==> config.mk <==
export PLATFORM = sky130hd
export DESIGN_NAME = sdfc_top
export DESIGN_NICKNAME = d
export VERILOG_FILES = /design/src/hw/sdfc_pkg.sv /design/src/hw/sdfc_sync3.sv /design/src/hw/sdfc_top.sv
export VERILOG_INCLUDE_DIRS = /design/src /design/src/hw
export SDC_FILE = /design/constraint.sdc
export NUM_CORES = 1
export LEC_CHECK = 0
export BUFFER_PORTS_ARGS = -buffer_cell sky130_fd_sc_hd__buf_2
export CORE_MARGIN = 5
export CORE_UTILIZATION = 55
export DETAILED_ROUTE_END_ITERATION = 12
export GPL_TIMING_DRIVEN = 0
export PLACE_DENSITY = 0.84
export SLEW_MARGIN = 10
export SYNTH_ARGS = -nofsm -noshare
export SYNTH_HDL_FRONTEND = slang
export SYNTH_HIERARCHICAL = 1
export SYNTH_SLANG_ARGS = --single-unit
==> constraint.sdc <==
create_clock -name clock -period 2.5 [get_ports clock]
set_input_delay 0.25 -clock clock [delete_from_list [all_inputs] [get_ports clock]]
set_output_delay 0.25 -clock clock [all_outputs]
set_load 0.02 [all_outputs]
==> src/hw/sdfc_consts.svh <==
// Summary of operation
// - A frame opens only when the host pulls frame sync low, and that falling edge arms the shift register.
// - While frame sync is low, each of the first sixteen falling shift-clock edges samples the data input into a 16-bit shift register.
// - The sixteenth falling shift-clock edge takes the last bit and loads code and power mode together.
// - Sync rising before the sixteenth edge clears the shift register and leaves code and mode unchanged.
// - Frame bits 15 and 14 are the high and low power-mode select bits.
// - The code starts at bit 13, most significant first, is 12, 10 or 8 bits wide, and lower bits are ignored.
// - Mode 00 is normal, 01 ties the output to ground through 1 kOhm, 10 through 100 kOhm, and 11 is high impedance.
// - The code is straight unsigned binary, full scale 255, 1023 or 4095, output equal to supply times code over two to the width.
// - Reset loads a zero code, which stays until a complete valid frame arrives.
// - Any power-down mode disables the linear circuitry and switches the output to the selected termination.
// - A power-down frame still loads its code field, so the stored code changes with every complete frame.
// - After a frame returns the block from power-down to normal, the output is flagged valid after a 50 us wake-up delay.
`ifndef SDFC_CONSTS_SVH
`define SDFC_CONSTS_SVH
`define SDFC_FRAME_BITS    16
`define SDFC_CNT_W         5
`define SDFC_MODE_HI_POS   15
`define SDFC_MODE_LO_POS   14
`define SDFC_CODE_TOP_POS  13
`define SDFC_CLK_PERIOD_PS 8000
`define SDFC_WAKE_TIME_NS  50000
`define SDFC_SYNC_HIGH_NS  20
`define SDFC_RES_DEFAULT   12
`endif

==> src/hw/sdfc_pkg.sv <==
package sdfc_pkg;
  // Power mode field decode.
  typedef enum logic [1:0] {
    SDFC_MODE_NORMAL = 2'h0,
    SDFC_MODE_PD_1K  = 2'h1,
    SDFC_MODE_PD_100K = 2'h2,
    SDFC_MODE_PD_HIZ = 2'h3
  } sdfc_mode_e;
  // Receiver state.
  typedef enum logic [1:0] {
    SDFC_IDLE,
    SDFC_SHIFT,
    SDFC_DONE
  } sdfc_rx_e;
endpackage

==> src/hw/sdfc_sync3.sv <==
`timescale 1ns/1ps
`default_nettype none
// Three-stage synchroniser; a change counts once stages two and three agree.
module sdfc_sync3 #(
  parameter logic RESET_VAL = 1'b0
) (
  // Clock and reset.
  input  wire logic clock,
  input  wire logic rst_n,
  // Asynchronous input and filtered level.
  input  wire logic async_in,
  output logic      level
);
  logic [2:0] stage_q;
  logic [2:0] stage_d;
  logic       level_q;
  logic       level_d;

  // Next values: shift in, and follow only when the last two stages agree.
  always_comb begin
    stage_d = {stage_q[1:0], async_in};
    level_d = (stage_q[1] == stage_q[2]) ? stage_q[2] : level_q;
  end

  // Registers.
  always_ff @(posedge clock) begin
    if (!rst_n) begin
      stage_q <= {3{RESET_VAL}};
      level_q <= RESET_VAL;
    end else begin
      stage_q <= stage_d;
      level_q <= level_d;
    end
  end

  assign level = level_q;
endmodule
`default_nettype wire

==> src/hw/sdfc_top.sv <==
`timescale 1ns/1ps
`default_nettype none
`include "sdfc_consts.svh"
// Serial converter frame control: receives 16-bit frames and holds code and mode.
module sdfc_top
  import sdfc_pkg::*;
#(
  parameter int RES_BITS       = `SDFC_RES_DEFAULT,
  parameter int WAKE_TIME_NS   = `SDFC_WAKE_TIME_NS
) (
  // Clock and reset.
  input  wire logic                clock,
  input  wire logic                rst_n,
  // Serial link pins.
  input  wire logic                sync_n,
  input  wire logic                sclk,
  input  wire logic                sdin,
  // Converter code and output control.
  output logic [RES_BITS-1:0]      dac_code,
  output logic                     pwr_mode_sel_hi,
  output logic                     pwr_mode_sel_lo,
  output logic                     amp_enable,
  output logic                     term_1k_en,
  output logic                     term_100k_en,
  output logic                     output_valid,
  // Frame status.
  output logic                     frame_done,
  output logic                     frame_abort
);
  // Wake delay in cycles, rounded up; a minimum time never rounds down.
  localparam int WAKE_CYC = (WAKE_TIME_NS * 1000 + `SDFC_CLK_PERIOD_PS - 1)
                            / `SDFC_CLK_PERIOD_PS;
  localparam int WAKE_W   = $clog2(WAKE_CYC + 1);

  // Only the three documented resolutions fit the 14 bits after the mode field.
  initial begin
    if (RES_BITS != 8 && RES_BITS != 10 && RES_BITS != 12) begin
      $error("sdfc_top: RES_BITS must be 8, 10 or 12");
    end
    if (WAKE_CYC < 1) begin
      $error("sdfc_top: wake delay too short");
    end
  end

  logic sync_n_s;
  logic sclk_s;
  logic sdin_s;

  // Pins come from the host's domain and pass the three-stage filter.
  sdfc_sync3 #(.RESET_VAL(1'b1)) u_sync_sync (
    .clock    (clock),
    .rst_n    (rst_n),
    .async_in (sync_n),
    .level    (sync_n_s)
  );
  sdfc_sync3 #(.RESET_VAL(1'b0)) u_sync_sclk (
    .clock    (clock),
    .rst_n    (rst_n),
    .async_in (sclk),
    .level    (sclk_s)
  );
  sdfc_sync3 #(.RESET_VAL(1'b0)) u_sync_sdin (
    .clock    (clock),
    .rst_n    (rst_n),
    .async_in (sdin),
    .level    (sdin_s)
  );

  // Edge detection on the filtered levels. Data is delayed like the clock,
  // so the sampled bit is the one present just before the falling edge.
  logic sync_prev_q;
  logic sclk_prev_q;
  logic sync_fall;
  logic sync_rise;
  logic sclk_fall;
  assign sync_fall = sync_prev_q & ~sync_n_s;
  assign sync_rise = ~sync_prev_q & sync_n_s;
  assign sclk_fall = sclk_prev_q & ~sclk_s;

  // Receiver state.
  sdfc_rx_e                       rx_q;
  sdfc_rx_e                       rx_d;
  logic [`SDFC_FRAME_BITS-1:0]    shreg_q;
  logic [`SDFC_FRAME_BITS-1:0]    shreg_d;
  logic [`SDFC_CNT_W-1:0]         cnt_q;
  logic [`SDFC_CNT_W-1:0]         cnt_d;
  logic [`SDFC_FRAME_BITS-1:0]    full_word;
  logic                           exec;
  logic                           abort;

  assign full_word = {shreg_q[`SDFC_FRAME_BITS-2:0], sdin_s};

  // Receiver next state: arm on sync fall, shift on sclk fall, execute on 16th.
  always_comb begin
    rx_d    = rx_q;
    shreg_d = shreg_q;
    cnt_d   = cnt_q;
    exec    = 1'b0;
    abort   = 1'b0;
    case (rx_q)
      SDFC_IDLE: begin
        if (sync_fall) begin
          rx_d    = SDFC_SHIFT;
          shreg_d = '0;
          cnt_d   = '0;
        end
      end
      SDFC_SHIFT: begin
        if (sync_n_s) begin
          // Early rise: frame invalid, nothing is loaded.
          rx_d    = SDFC_IDLE;
          shreg_d = '0;
          cnt_d   = '0;
          abort   = 1'b1;
        end else if (sclk_fall) begin
          shreg_d = full_word;
          if (cnt_q == 5'(`SDFC_FRAME_BITS - 1)) begin
            rx_d = SDFC_DONE;
            exec = 1'b1;
            cnt_d = '0;
          end else begin
            cnt_d = cnt_q + 5'h01;
          end
        end
      end
      SDFC_DONE: begin
        // Further clocks are ignored until sync goes high.
        if (sync_n_s) begin
          rx_d = SDFC_IDLE;
        end
      end
      default: begin
        rx_d = SDFC_IDLE;
      end
    endcase
  end

  // Code and mode registers, and the wake-up timer.
  logic [RES_BITS-1:0]  code_q;
  logic [RES_BITS-1:0]  code_d;
  logic [1:0]           mode_q;
  logic [1:0]           mode_d;
  logic [WAKE_W-1:0]    wake_q;
  logic [WAKE_W-1:0]    wake_d;

  // Execution loads code and mode together; a power-down frame still loads
  // its code field, so dac_code changes on that frame and not only on a later normal frame.
  always_comb begin
    code_d = code_q;
    mode_d = mode_q;
    wake_d = wake_q;
    if (exec) begin
      // Mode field from the top two bits, code right after, extra bits dropped.
      mode_d = {full_word[`SDFC_MODE_HI_POS], full_word[`SDFC_MODE_LO_POS]};
      code_d = full_word[`SDFC_CODE_TOP_POS -: RES_BITS];
      if (mode_q != SDFC_MODE_NORMAL && mode_d == SDFC_MODE_NORMAL) begin
        wake_d = WAKE_W'(WAKE_CYC);
      end
    end else if (wake_q != '0) begin
      wake_d = wake_q - WAKE_W'(1);
    end
  end

  // Registers; reset zeroes the code so the output starts at 0 V.
  always_ff @(posedge clock) begin
    if (!rst_n) begin
      rx_q        <= SDFC_IDLE;
      shreg_q     <= '0;
      cnt_q       <= '0;
      sync_prev_q <= 1'b1;
      sclk_prev_q <= 1'b0;
      code_q      <= '0;
      mode_q      <= 2'h0;
      wake_q      <= '0;
      frame_done  <= 1'b0;
      frame_abort <= 1'b0;
    end else begin
      rx_q        <= rx_d;
      shreg_q     <= shreg_d;
      cnt_q       <= cnt_d;
      sync_prev_q <= sync_n_s;
      sclk_prev_q <= sclk_s;
      code_q      <= code_d;
      mode_q      <= mode_d;
      wake_q      <= wake_d;
      frame_done  <= exec;
      frame_abort <= abort;
    end
  end

  // Straight binary code goes to the string unchanged.
  assign dac_code        = code_q;
  assign pwr_mode_sel_hi = mode_q[1];
  assign pwr_mode_sel_lo = mode_q[0];
  // Output stage decode: amplifier only in normal mode, one termination in the 1k and 100k modes, none in high impedance.
  assign amp_enable      = (mode_q == SDFC_MODE_NORMAL);
  assign term_1k_en      = (mode_q == SDFC_MODE_PD_1K);
  assign term_100k_en    = (mode_q == SDFC_MODE_PD_100K);
  assign output_valid    = amp_enable && (wake_q == '0);

  // Checks.
  code_keep_a: assert property (@(posedge clock) disable iff (!rst_n)
    !frame_done |-> $stable(dac_code))
    else $error("code changed without a frame");
  abort_keep_a: assert property (@(posedge clock) disable iff (!rst_n)
    frame_abort |-> $stable(dac_code) && $stable(mode_q) && shreg_q == '0)
    else $error("aborted frame changed state");
  arm_on_fall_a: assert property (@(posedge clock) disable iff (!rst_n)
    rx_q == SDFC_IDLE && sync_fall |=> rx_q == SDFC_SHIFT && cnt_q == '0)
    else $error("frame not armed on sync fall");
  shift_bit_a: assert property (@(posedge clock) disable iff (!rst_n)
    rx_q == SDFC_SHIFT && !sync_n_s && sclk_fall |=> shreg_q[0] == $past(sdin_s))
    else $error("bit not shifted in");
  exec_load_a: assert property (@(posedge clock) disable iff (!rst_n)
    exec |=> frame_done && mode_q == $past(full_word[15:14])
             && dac_code == $past(full_word[13 -: RES_BITS]))
    else $error("frame did not load code and mode");
  done_ignore_a: assert property (@(posedge clock) disable iff (!rst_n)
    rx_q == SDFC_DONE && !sync_n_s |=> !frame_done && rx_q == SDFC_DONE)
    else $error("clock after frame end was taken");
  pd_output_a: assert property (@(posedge clock) disable iff (!rst_n)
    mode_q != SDFC_MODE_NORMAL |-> !amp_enable && !output_valid
             && (term_1k_en + term_100k_en <= 1))
    else $error("power-down output stage wrong");
  wake_start_a: assert property (@(posedge clock) disable iff (!rst_n)
    exec && mode_q != SDFC_MODE_NORMAL && mode_d == SDFC_MODE_NORMAL
      |=> !output_valid [*8])
    else $error("output valid before wake-up delay");
  hiz_mode_a: assert property (@(posedge clock) disable iff (!rst_n)
    mode_q == SDFC_MODE_PD_HIZ |-> !term_1k_en && !term_100k_en)
    else $error("high impedance mode drives a termination");

  frame_ok_c: cover property (@(posedge clock) disable iff (!rst_n) frame_done);
  frame_abort_c: cover property (@(posedge clock) disable iff (!rst_n) frame_abort);
  wake_c: cover property (@(posedge clock) disable iff (!rst_n)
    $rose(output_valid) && wake_q == '0);
endmodule
`default_nettype wire

==> results of run 1 <==
kinds of logic (layout without fill, tap and decap cells):
group,after synthesis,in the layout,synth area share (%)
AO/OA/AOI/OAI,59,59,15.2
XOR/XNOR,8,8,2.82
adder cells (fa/ha/maj),3,3,1.51
buffers and inverters,17,57,2.72
flip-flops,65,65,52.4
multiplexers,1,1,0.403
AND/OR/NAND/NOR,128,128,24.9
layer usage:
metal / wire length [um] / share of wire, % / GRT usage [%] / vias to the layer above
met1: 2250 / 44 / 21.3 / 1027
li1: - / - / - / 1049
met4: 116 / 2.3 / 9.28 / 0
met2: 2570 / 50 / 31.2 / 46
met3: 173 / 3.4 / 4.80 / 14
met5: 0 / 0 / 0 / -
through the flow:
step	hold slack (ns)	total power [mW]	std cells
floorplan	0.323	1.70	281
global placement	0.389	1.79	357
detailed placement	0.398	1.82	357
CTS	0.0811	2.73	373
global route	0.0928	2.88	373
finish	0.0926	2.72	373
area by class of cell:
class / count / area, sq um / share of cell area, %
buffer: 14 / 56.3 / 1.95
clock buffer: 14 / 173 / 5.99
clock inverter: 2 / 35.0 / 1.22
inverter: 3 / 11.3 / 0.391
multi-input combinational: 199 / 1120 / 38.8
sequential: 65 / 1300 / 45.2
tap: 52 / 65.1 / 2.26
timing repair buffer: 24 / 120 / 4.17
sequential cells by signal, indices dropped and copies added (netlist names), 3 cells and up:
signal	flops
wake_q	13
u_sync_sclk/stage_q	3
u_sync_sync/stage_q	3
cnt_q	5
u_sync_sdin/stage_q	3
dac_code	12
shreg_q	15
power groups by stage:
stage                     registers, mW  clock network (mW)  logic [mW]
after global placement             1.23                   0       0.560
after global routing               1.22               0.985       0.670
after CTS                          1.21               0.930       0.592
final                              1.21               0.913       0.598
after detailed placement           1.23                   0       0.589
after floorplan                    1.21                   0       0.486
how the worst min path moves through the flow:
| stage | endpoint | slack [ns] | depth (start not counted) |
|---|---|---|---|
| 2_1_floorplan | u_sync_sync/stage_q[0]$_SDFF_PN1_ | 0.32 | 1 |
| 3_3_place_gp | u_sync_sync/stage_q[1]$_SDFF_PN1_ | 0.39 | 1 |
| 3_5_place_dp | u_sync_sync/stage_q[1]$_SDFF_PN1_ | 0.40 | 1 |
| 4_1_cts | u_sync_sync/stage_q[0]$_SDFF_PN1_ | 0.08 | 2 |
| 5_1_grt | u_sync_sync/stage_q[0]$_SDFF_PN1_ | 0.09 | 2 |
| 6_report | u_sync_sync/stage_q[0]$_SDFF_PN1_ | 0.09 | 2 |
placed cells by master, fill, tap and decap left out, drive strengths merged, types with 2 or more instances in the layout:
cell / count
a311oi: 2
nand2b: 6
a21boi: 2
buf: 27
inv: 2
dfxtp: 65
nor3: 8
or4: 2
clkbuf: 25
and2: 8
nor4: 5
clkinv: 2
a211oi: 3
o21a: 2
nand3: 8
nand2: 41
nor2b: 4
or3: 4
ha: 3
xor2: 7
a21oi: 23
a31oi: 3
o21ai: 4
nor3b: 2
nand4: 4
nor2: 32
a22oi: 16
worst max-delay path, delay by kind of cell (launching register included):
| kind | cells | cell delay, ns |
|---|---|---|
| buffers and inverters | 3 | 0.54 |
| AOI/OAI and AO/OA | 1 | 0.07 |
| and+or+nand+nor | 4 | 1.18 |
| DFF | 1 | 0.38 |
==> flow_metrics.env, run 1 <==
export IMPL_start_util_pct=57.0
export IMPL_maxCapViolations=0
export IMPL_final_layout_size_suffix_gt1_share_pct=14.0
export IMPL_ys_warn_count=6
export IMPL_die_y_um=77.2
export IMPL_p_int_mw=1.92
export IMPL_setup_viol=0
export IMPL_utilization_pct=66.1
export IMPL_num_rows=24
export IMPL_ys_types=40
export IMPL_postCtsSetupBuffers=0
export IMPL_clock_sinks=65
export IMPL_insertion_delay_ns=0.34
export IMPL_relSlewSlack_pct=59.5
export IMPL_synth_most_common_cell="dfxtp_1"
export IMPL_synthTopCellsByArea="dfxtp_1 (52%), nand2_1 (6.0%), a22oi_1 (4.8%), nor2_1 (4.8%), a21oi_1 (4.6%)"
export IMPL_grt_pass1_vias=2054
export IMPL_timing_rr_start="rx_q[0]$_SDFFE_PN0P_"
export IMPL_hp_start="sync_n"
export IMPL_dr_pass1_iters=4
export IMPL_synth_ff_type="dfxtp_1"
export IMPL_seqPwrFrac_pct=44.5
export IMPL_status="complete, no violations"
export IMPL_async_flop_share_pct=0
export IMPL_grt_max_degree=21
export IMPL_grt_use_total_pct=18.5
export IMPL_htree_num_levels=3
export IMPL_synth_area_sq_mm=0.00248
export IMPL_cpPeakStageDelay_ns=0.39
export IMPL_finalMaxSlewViolations=0
export IMPL_yosysTopAreaCellShare_pct=52.4
export IMPL_powerDensity_mw_per_mm2=946
export IMPL_die_area_sq_mm=0.00596
export IMPL_irDropWorstVdd_v=0.000854
export IMPL_layout_nets=324
export IMPL_place_area_sq_mm=0.00267
export IMPL_worst_setup_path_start_kind="register"
export IMPL_cts_root_buf="clkbuf_8"
export IMPL_swShare_pct=29.5
export IMPL_path_cells="or3b_1 > buf_2 > or3_1 > buf_2 > or4_1 > buf_2 > nand3_1 > a21oi_1"
export IMPL_numCtsBuffers=9
export IMPL_gp_congestion=0.897
export IMPL_final_antenna_net_count=0
export IMPL_p_leak_nw=1.13
export IMPL_p_switching_uw=802
export IMPL_layout_setup_ws_ns=0.199
export IMPL_area_growth_pct=16.0
export IMPL_crit_end="wake_q[0]$_SDFFE_PN0P_"
export IMPL_path_class="reg -> reg"
export IMPL_fin_skew_ns=0.00806
export IMPL_critPathMaxFanout=9
export IMPL_hp_class="in -> reg"
export IMPL_place_ws_ns=0.214
export IMPL_setup_tns_ns=0
export IMPL_fp_dieW_um=77.2
export IMPL_final_area_sq_mm=0.00288
export IMPL_drt_wl_total_um=5110
export IMPL_worst_r2r_cell_count=8
export IMPL_syn_num_nets=289
export IMPL_nFillCells=362
export IMPL_drt_initial_drc_count=166
export IMPL_path_common_cell="buf_2"
export IMPL_cp_data_required_time_ns=2.70
export IMPL_synthCells=281
export IMPL_core_area_sq_mm=0.00435
export IMPL_post_route_period_util_pct=92.1
export IMPL_worst_pin_slew_ns=0.605
export IMPL_synth_commonest_cells="dfxtp_1 (65), nand2_1 (40), nor2_1 (32)"
export IMPL_end_kind="register"
export IMPL_min_period_ns=2.30
export IMPL_r2r_end="wake_q[0]$_SDFFE_PN0P_"
export IMPL_viasPerCell=5.73
export IMPL_overflow=0
export IMPL_port_buffers=24
export IMPL_wire_per_inst_um=13.7
export IMPL_grt_setup_unrepaired="no"
export IMPL_combinationalPowerShare_pct=21.9
export IMPL_ys_seq_area_share_pct=52.4
export IMPL_p_clk_share_pct=33.5
export IMPL_cts_hold_buf=0
export IMPL_ys_seq_elements=65
export IMPL_drc=0
export IMPL_crit_arrival_ns=2.50
export IMPL_io_pins=25
export IMPL_antenna_cells=0
export IMPL_avgSynthCellArea_sq_um=8.83
export IMPL_grt_pass1_wl_um=9000
export IMPL_crit_start="rx_q[0]$_SDFFE_PN0P_"
export IMPL_critical_path_slowest_cell="or4_1"
export IMPL_rrSetupSlack_ns=0.20
export IMPL_cts_tree="yes"
export IMPL_hold_viol=0
export IMPL_synth_edf_count=0
export IMPL_clock_path_buffers=2
export IMPL_dr_total_vias=2136
export IMPL_place_hpwl_um=3480
export IMPL_cts_resized=0
export IMPL_path_clk_slew_ns=0.06
export IMPL_antenna_found_initial=0
export IMPL_clock_fmax_ghz=0.435
export IMPL_synth_area_leader_cell="dfxtp_1"
No activity file was read; power rests on OpenSTA's default activity.
==> run 2: changes to the inputs <==
CORE_MARGIN = not set   (was 5)
clock period = 2.85 ns   (was 2.5 ns; I/O delays follow)
==> run 2 against run 1 <==
Global-route usage is 4.7 points higher. Clock skew is 0.0012 ns higher. Maximum frequency is 4.0% lower. Worst hold slack better by 0.030 ns. Critical path depth is 1 lower. Final cell count is 0.27% lower. Critical endpoint is now wake_q[1]$_SDFFE_PN0P_.
==> flow_metrics.env, run 2 (synthesis gave the netlist of run 1 again) <==
export IMPL_status="complete, no violations"
export IMPL_path_cells="or3b_1 > buf_2 > or3_1 > buf_2 > nor4_1 > nor3_1 > a211oi_1"
export IMPL_final_antenna_net_count=0
export IMPL_path_common_cell="buf_2"
export IMPL_wl_met2_um=2370
export IMPL_drt_wl_total_um=4920
export IMPL_place_ws_ns=0.532
export IMPL_htree_num_levels=3
export IMPL_cts_hold_buf=0
export IMPL_overflow=0
export IMPL_irDropWorstVdd_v=0.000495
export IMPL_die_y_um=69.2
export IMPL_core_area_sq_mm=0.00435
export IMPL_met3_length_um=199
export IMPL_end_kind="register"
export IMPL_grt_setup_unrepaired="no"
export IMPL_p_switching_uw=730
export IMPL_worst_pin_slew_ns=0.719
export IMPL_path_class="reg -> reg"
export IMPL_clock_sinks=65
export IMPL_largest_register_ffs=15
export IMPL_io_pins=25
export IMPL_wire_per_inst_um=13.2
export IMPL_regArea_sq_mm=0.00130
export IMPL_drc=0
export IMPL_postCtsSetupBuffers=0
export IMPL_die_area_sq_mm=0.00479
export IMPL_num_rows=24
export IMPL_path_delay_family="simple AND/OR/NAND/NOR gates"
export IMPL_clock_path_buffers=2
export IMPL_worst_r2r_cell_count=7
export IMPL_dr_total_vias=2101
export IMPL_area_growth_pct=14.3
export IMPL_path_clk_slew_ns=0.07
export IMPL_crit_arrival_ns=2.64
export IMPL_post_route_period_util_pct=84.1
export IMPL_combinationalPowerShare_pct=23.1
export IMPL_grt_use_total_pct=23.1
export IMPL_largest_register="shreg_q"
export IMPL_grt_max_degree=21
export IMPL_seqPwrFrac_pct=47.0
export IMPL_grt_pass1_wl_um=8930
export IMPL_cts_tree="yes"
export IMPL_cp_data_required_time_ns=3.09
export IMPL_relSlewSlack_pct=51.7
export IMPL_swShare_pct=32.2
export IMPL_p_clk_share_pct=30.0
export IMPL_dr_max_layer_used="met4"
export IMPL_wl_met1_um=2290
export IMPL_insertion_delay_ns=0.34
export IMPL_setup_tns_ns=0
export IMPL_drt_initial_drc_count=151
export IMPL_antenna_found_initial=0
export IMPL_finalMaxSlewViolations=0
export IMPL_final_common_cell="dfxtp_1"
export IMPL_worst_setup_path_start_kind="register"
export IMPL_place_hpwl_um=3280
export IMPL_cp_depth=7
export IMPL_dr_pass1_iters=4
export IMPL_whs_path_depth=2
export IMPL_setup_viol=0
export IMPL_fin_skew_ns=0.00928
export IMPL_layout_common_cells="dfxtp_1 (65), nand2_1 (40), nor2_1 (32)"
export IMPL_cts_root_buf="clkbuf_8"
export IMPL_numCtsBuffers=9
export IMPL_layout_setup_ws_ns=0.454
export IMPL_antenna_cells=0
export IMPL_layout_nets=324
export IMPL_grt_pass1_vias=1973
export IMPL_maxCapViolations=0
export IMPL_critical_path_slowest_cell="nor4_1"
export IMPL_fp_dieW_um=69.2
export IMPL_critPathMaxFanout=9
export IMPL_min_period_ns=2.40
export IMPL_hold_viol=0
export IMPL_final_layout_size_suffix_gt1_share_pct=14.1
export IMPL_cpPeakStageDelay_ns=0.42
export IMPL_port_buffers=24
export IMPL_start_util_pct=57.0
export IMPL_viasPerCell=5.65
export IMPL_path_buf_inv=2
export IMPL_powerDensity_mw_per_mm2=800
export IMPL_cts_resized=0
export IMPL_clock_fmax_ghz=0.417
export IMPL_multi_input_area_sq_mm=0.00111
export IMPL_hp_class="in -> reg"
export IMPL_p_leak_nw=1.11
export IMPL_nFillCells=359
export IMPL_gp_congestion=0.815
export IMPL_p_int_mw=1.54
run 2: changes by cell type in the layout (fill, tap and decap cells not counted):
cell / previous run / this run
clkinvlp_4: 0 / 3
nor3_2: 1 / 0
clkbuf_8: 12 / 10
clkbuf_1: 13 / 11
bufinv_16: 1 / 0
clkinv_2: 1 / 2
nor3_1: 7 / 8
run 2: worst register-to-register path, cell delays in order, from the launching register on:
cell	delay (ns)
dfxtp_1	0.40
or3b_1	0.36
buf_2	0.17
or3_1	0.34
buf_2	0.18
nor4_1	0.42
nor3_1	0.12
a211oi_1	0.31
run 2: final cells by class:
type | count | share of cell area, %
Clock buffer | 10 | 4.85
Tap cell | 52 | 2.29
Clock inverter | 5 | 1.15
Multi-Input combinational cell | 199 | 39.2
Sequential cell | 65 | 45.9
Timing Repair Buffer | 24 | 4.23
Inverter | 3 | 0.397
Buffer | 14 | 1.98
run 2: power by group through the flow:
stage / logic (mW) / registers, mW / clock network, mW
5_1_grt: 0.598 / 1.08 / 0.732
2_1_floorplan: 0.427 / 1.06 / 0
6_report: 0.523 / 1.07 / 0.681
3_5_place_dp: 0.511 / 1.08 / 0
4_1_cts: 0.520 / 1.06 / 0.687
3_3_place_gp: 0.491 / 1.08 / 0
run 2: worst paths after layout:
path / from / endpoint / slack, ns
hold / removal: sync_n / u_sync_sync/stage_q[0]$_SDFF_PN1_ / 0.12
setup reg to reg: rx_q[0]$_SDFFE_PN0P_ / wake_q[1]$_SDFFE_PN0P_ / 0.45
setup / recovery: rx_q[0]$_SDFFE_PN0P_ / wake_q[1]$_SDFFE_PN0P_ / 0.45
hold reg to reg: u_sync_sync/stage_q[0]$_SDFF_PN1_ / u_sync_sync/stage_q[1]$_SDFF_PN1_ / 0.41
run 2: through the flow:
| stage | total power, mW | cell area [sq um] | utilization (%) | hold WS [ns] | std cells |
|---|---|---|---|---|---|
| 3_3_place_gp | 1.57 | 2670 | 61.3 | 0.388 | 357 |
| 3_5_place_dp | 1.59 | 2670 | 61.3 | 0.400 | 357 |
| 4_1_cts | 2.27 | 2840 | 65.2 | 0.113 | 372 |
| 2_1_floorplan | 1.49 | 2480 | - | 0.358 | 281 |
| 6_report | 2.27 | 2840 | 65.2 | 0.123 | 372 |
| 5_1_grt | 2.41 | 2840 | 65.2 | 0.132 | 372 |
run 2: routing by layer:
metal	vias up	GRT usage [%]
li1	1058	-
met1	998	29.2
met2	37	36.9
met3	8	7.70
met4	0	8.39
met5	-	0
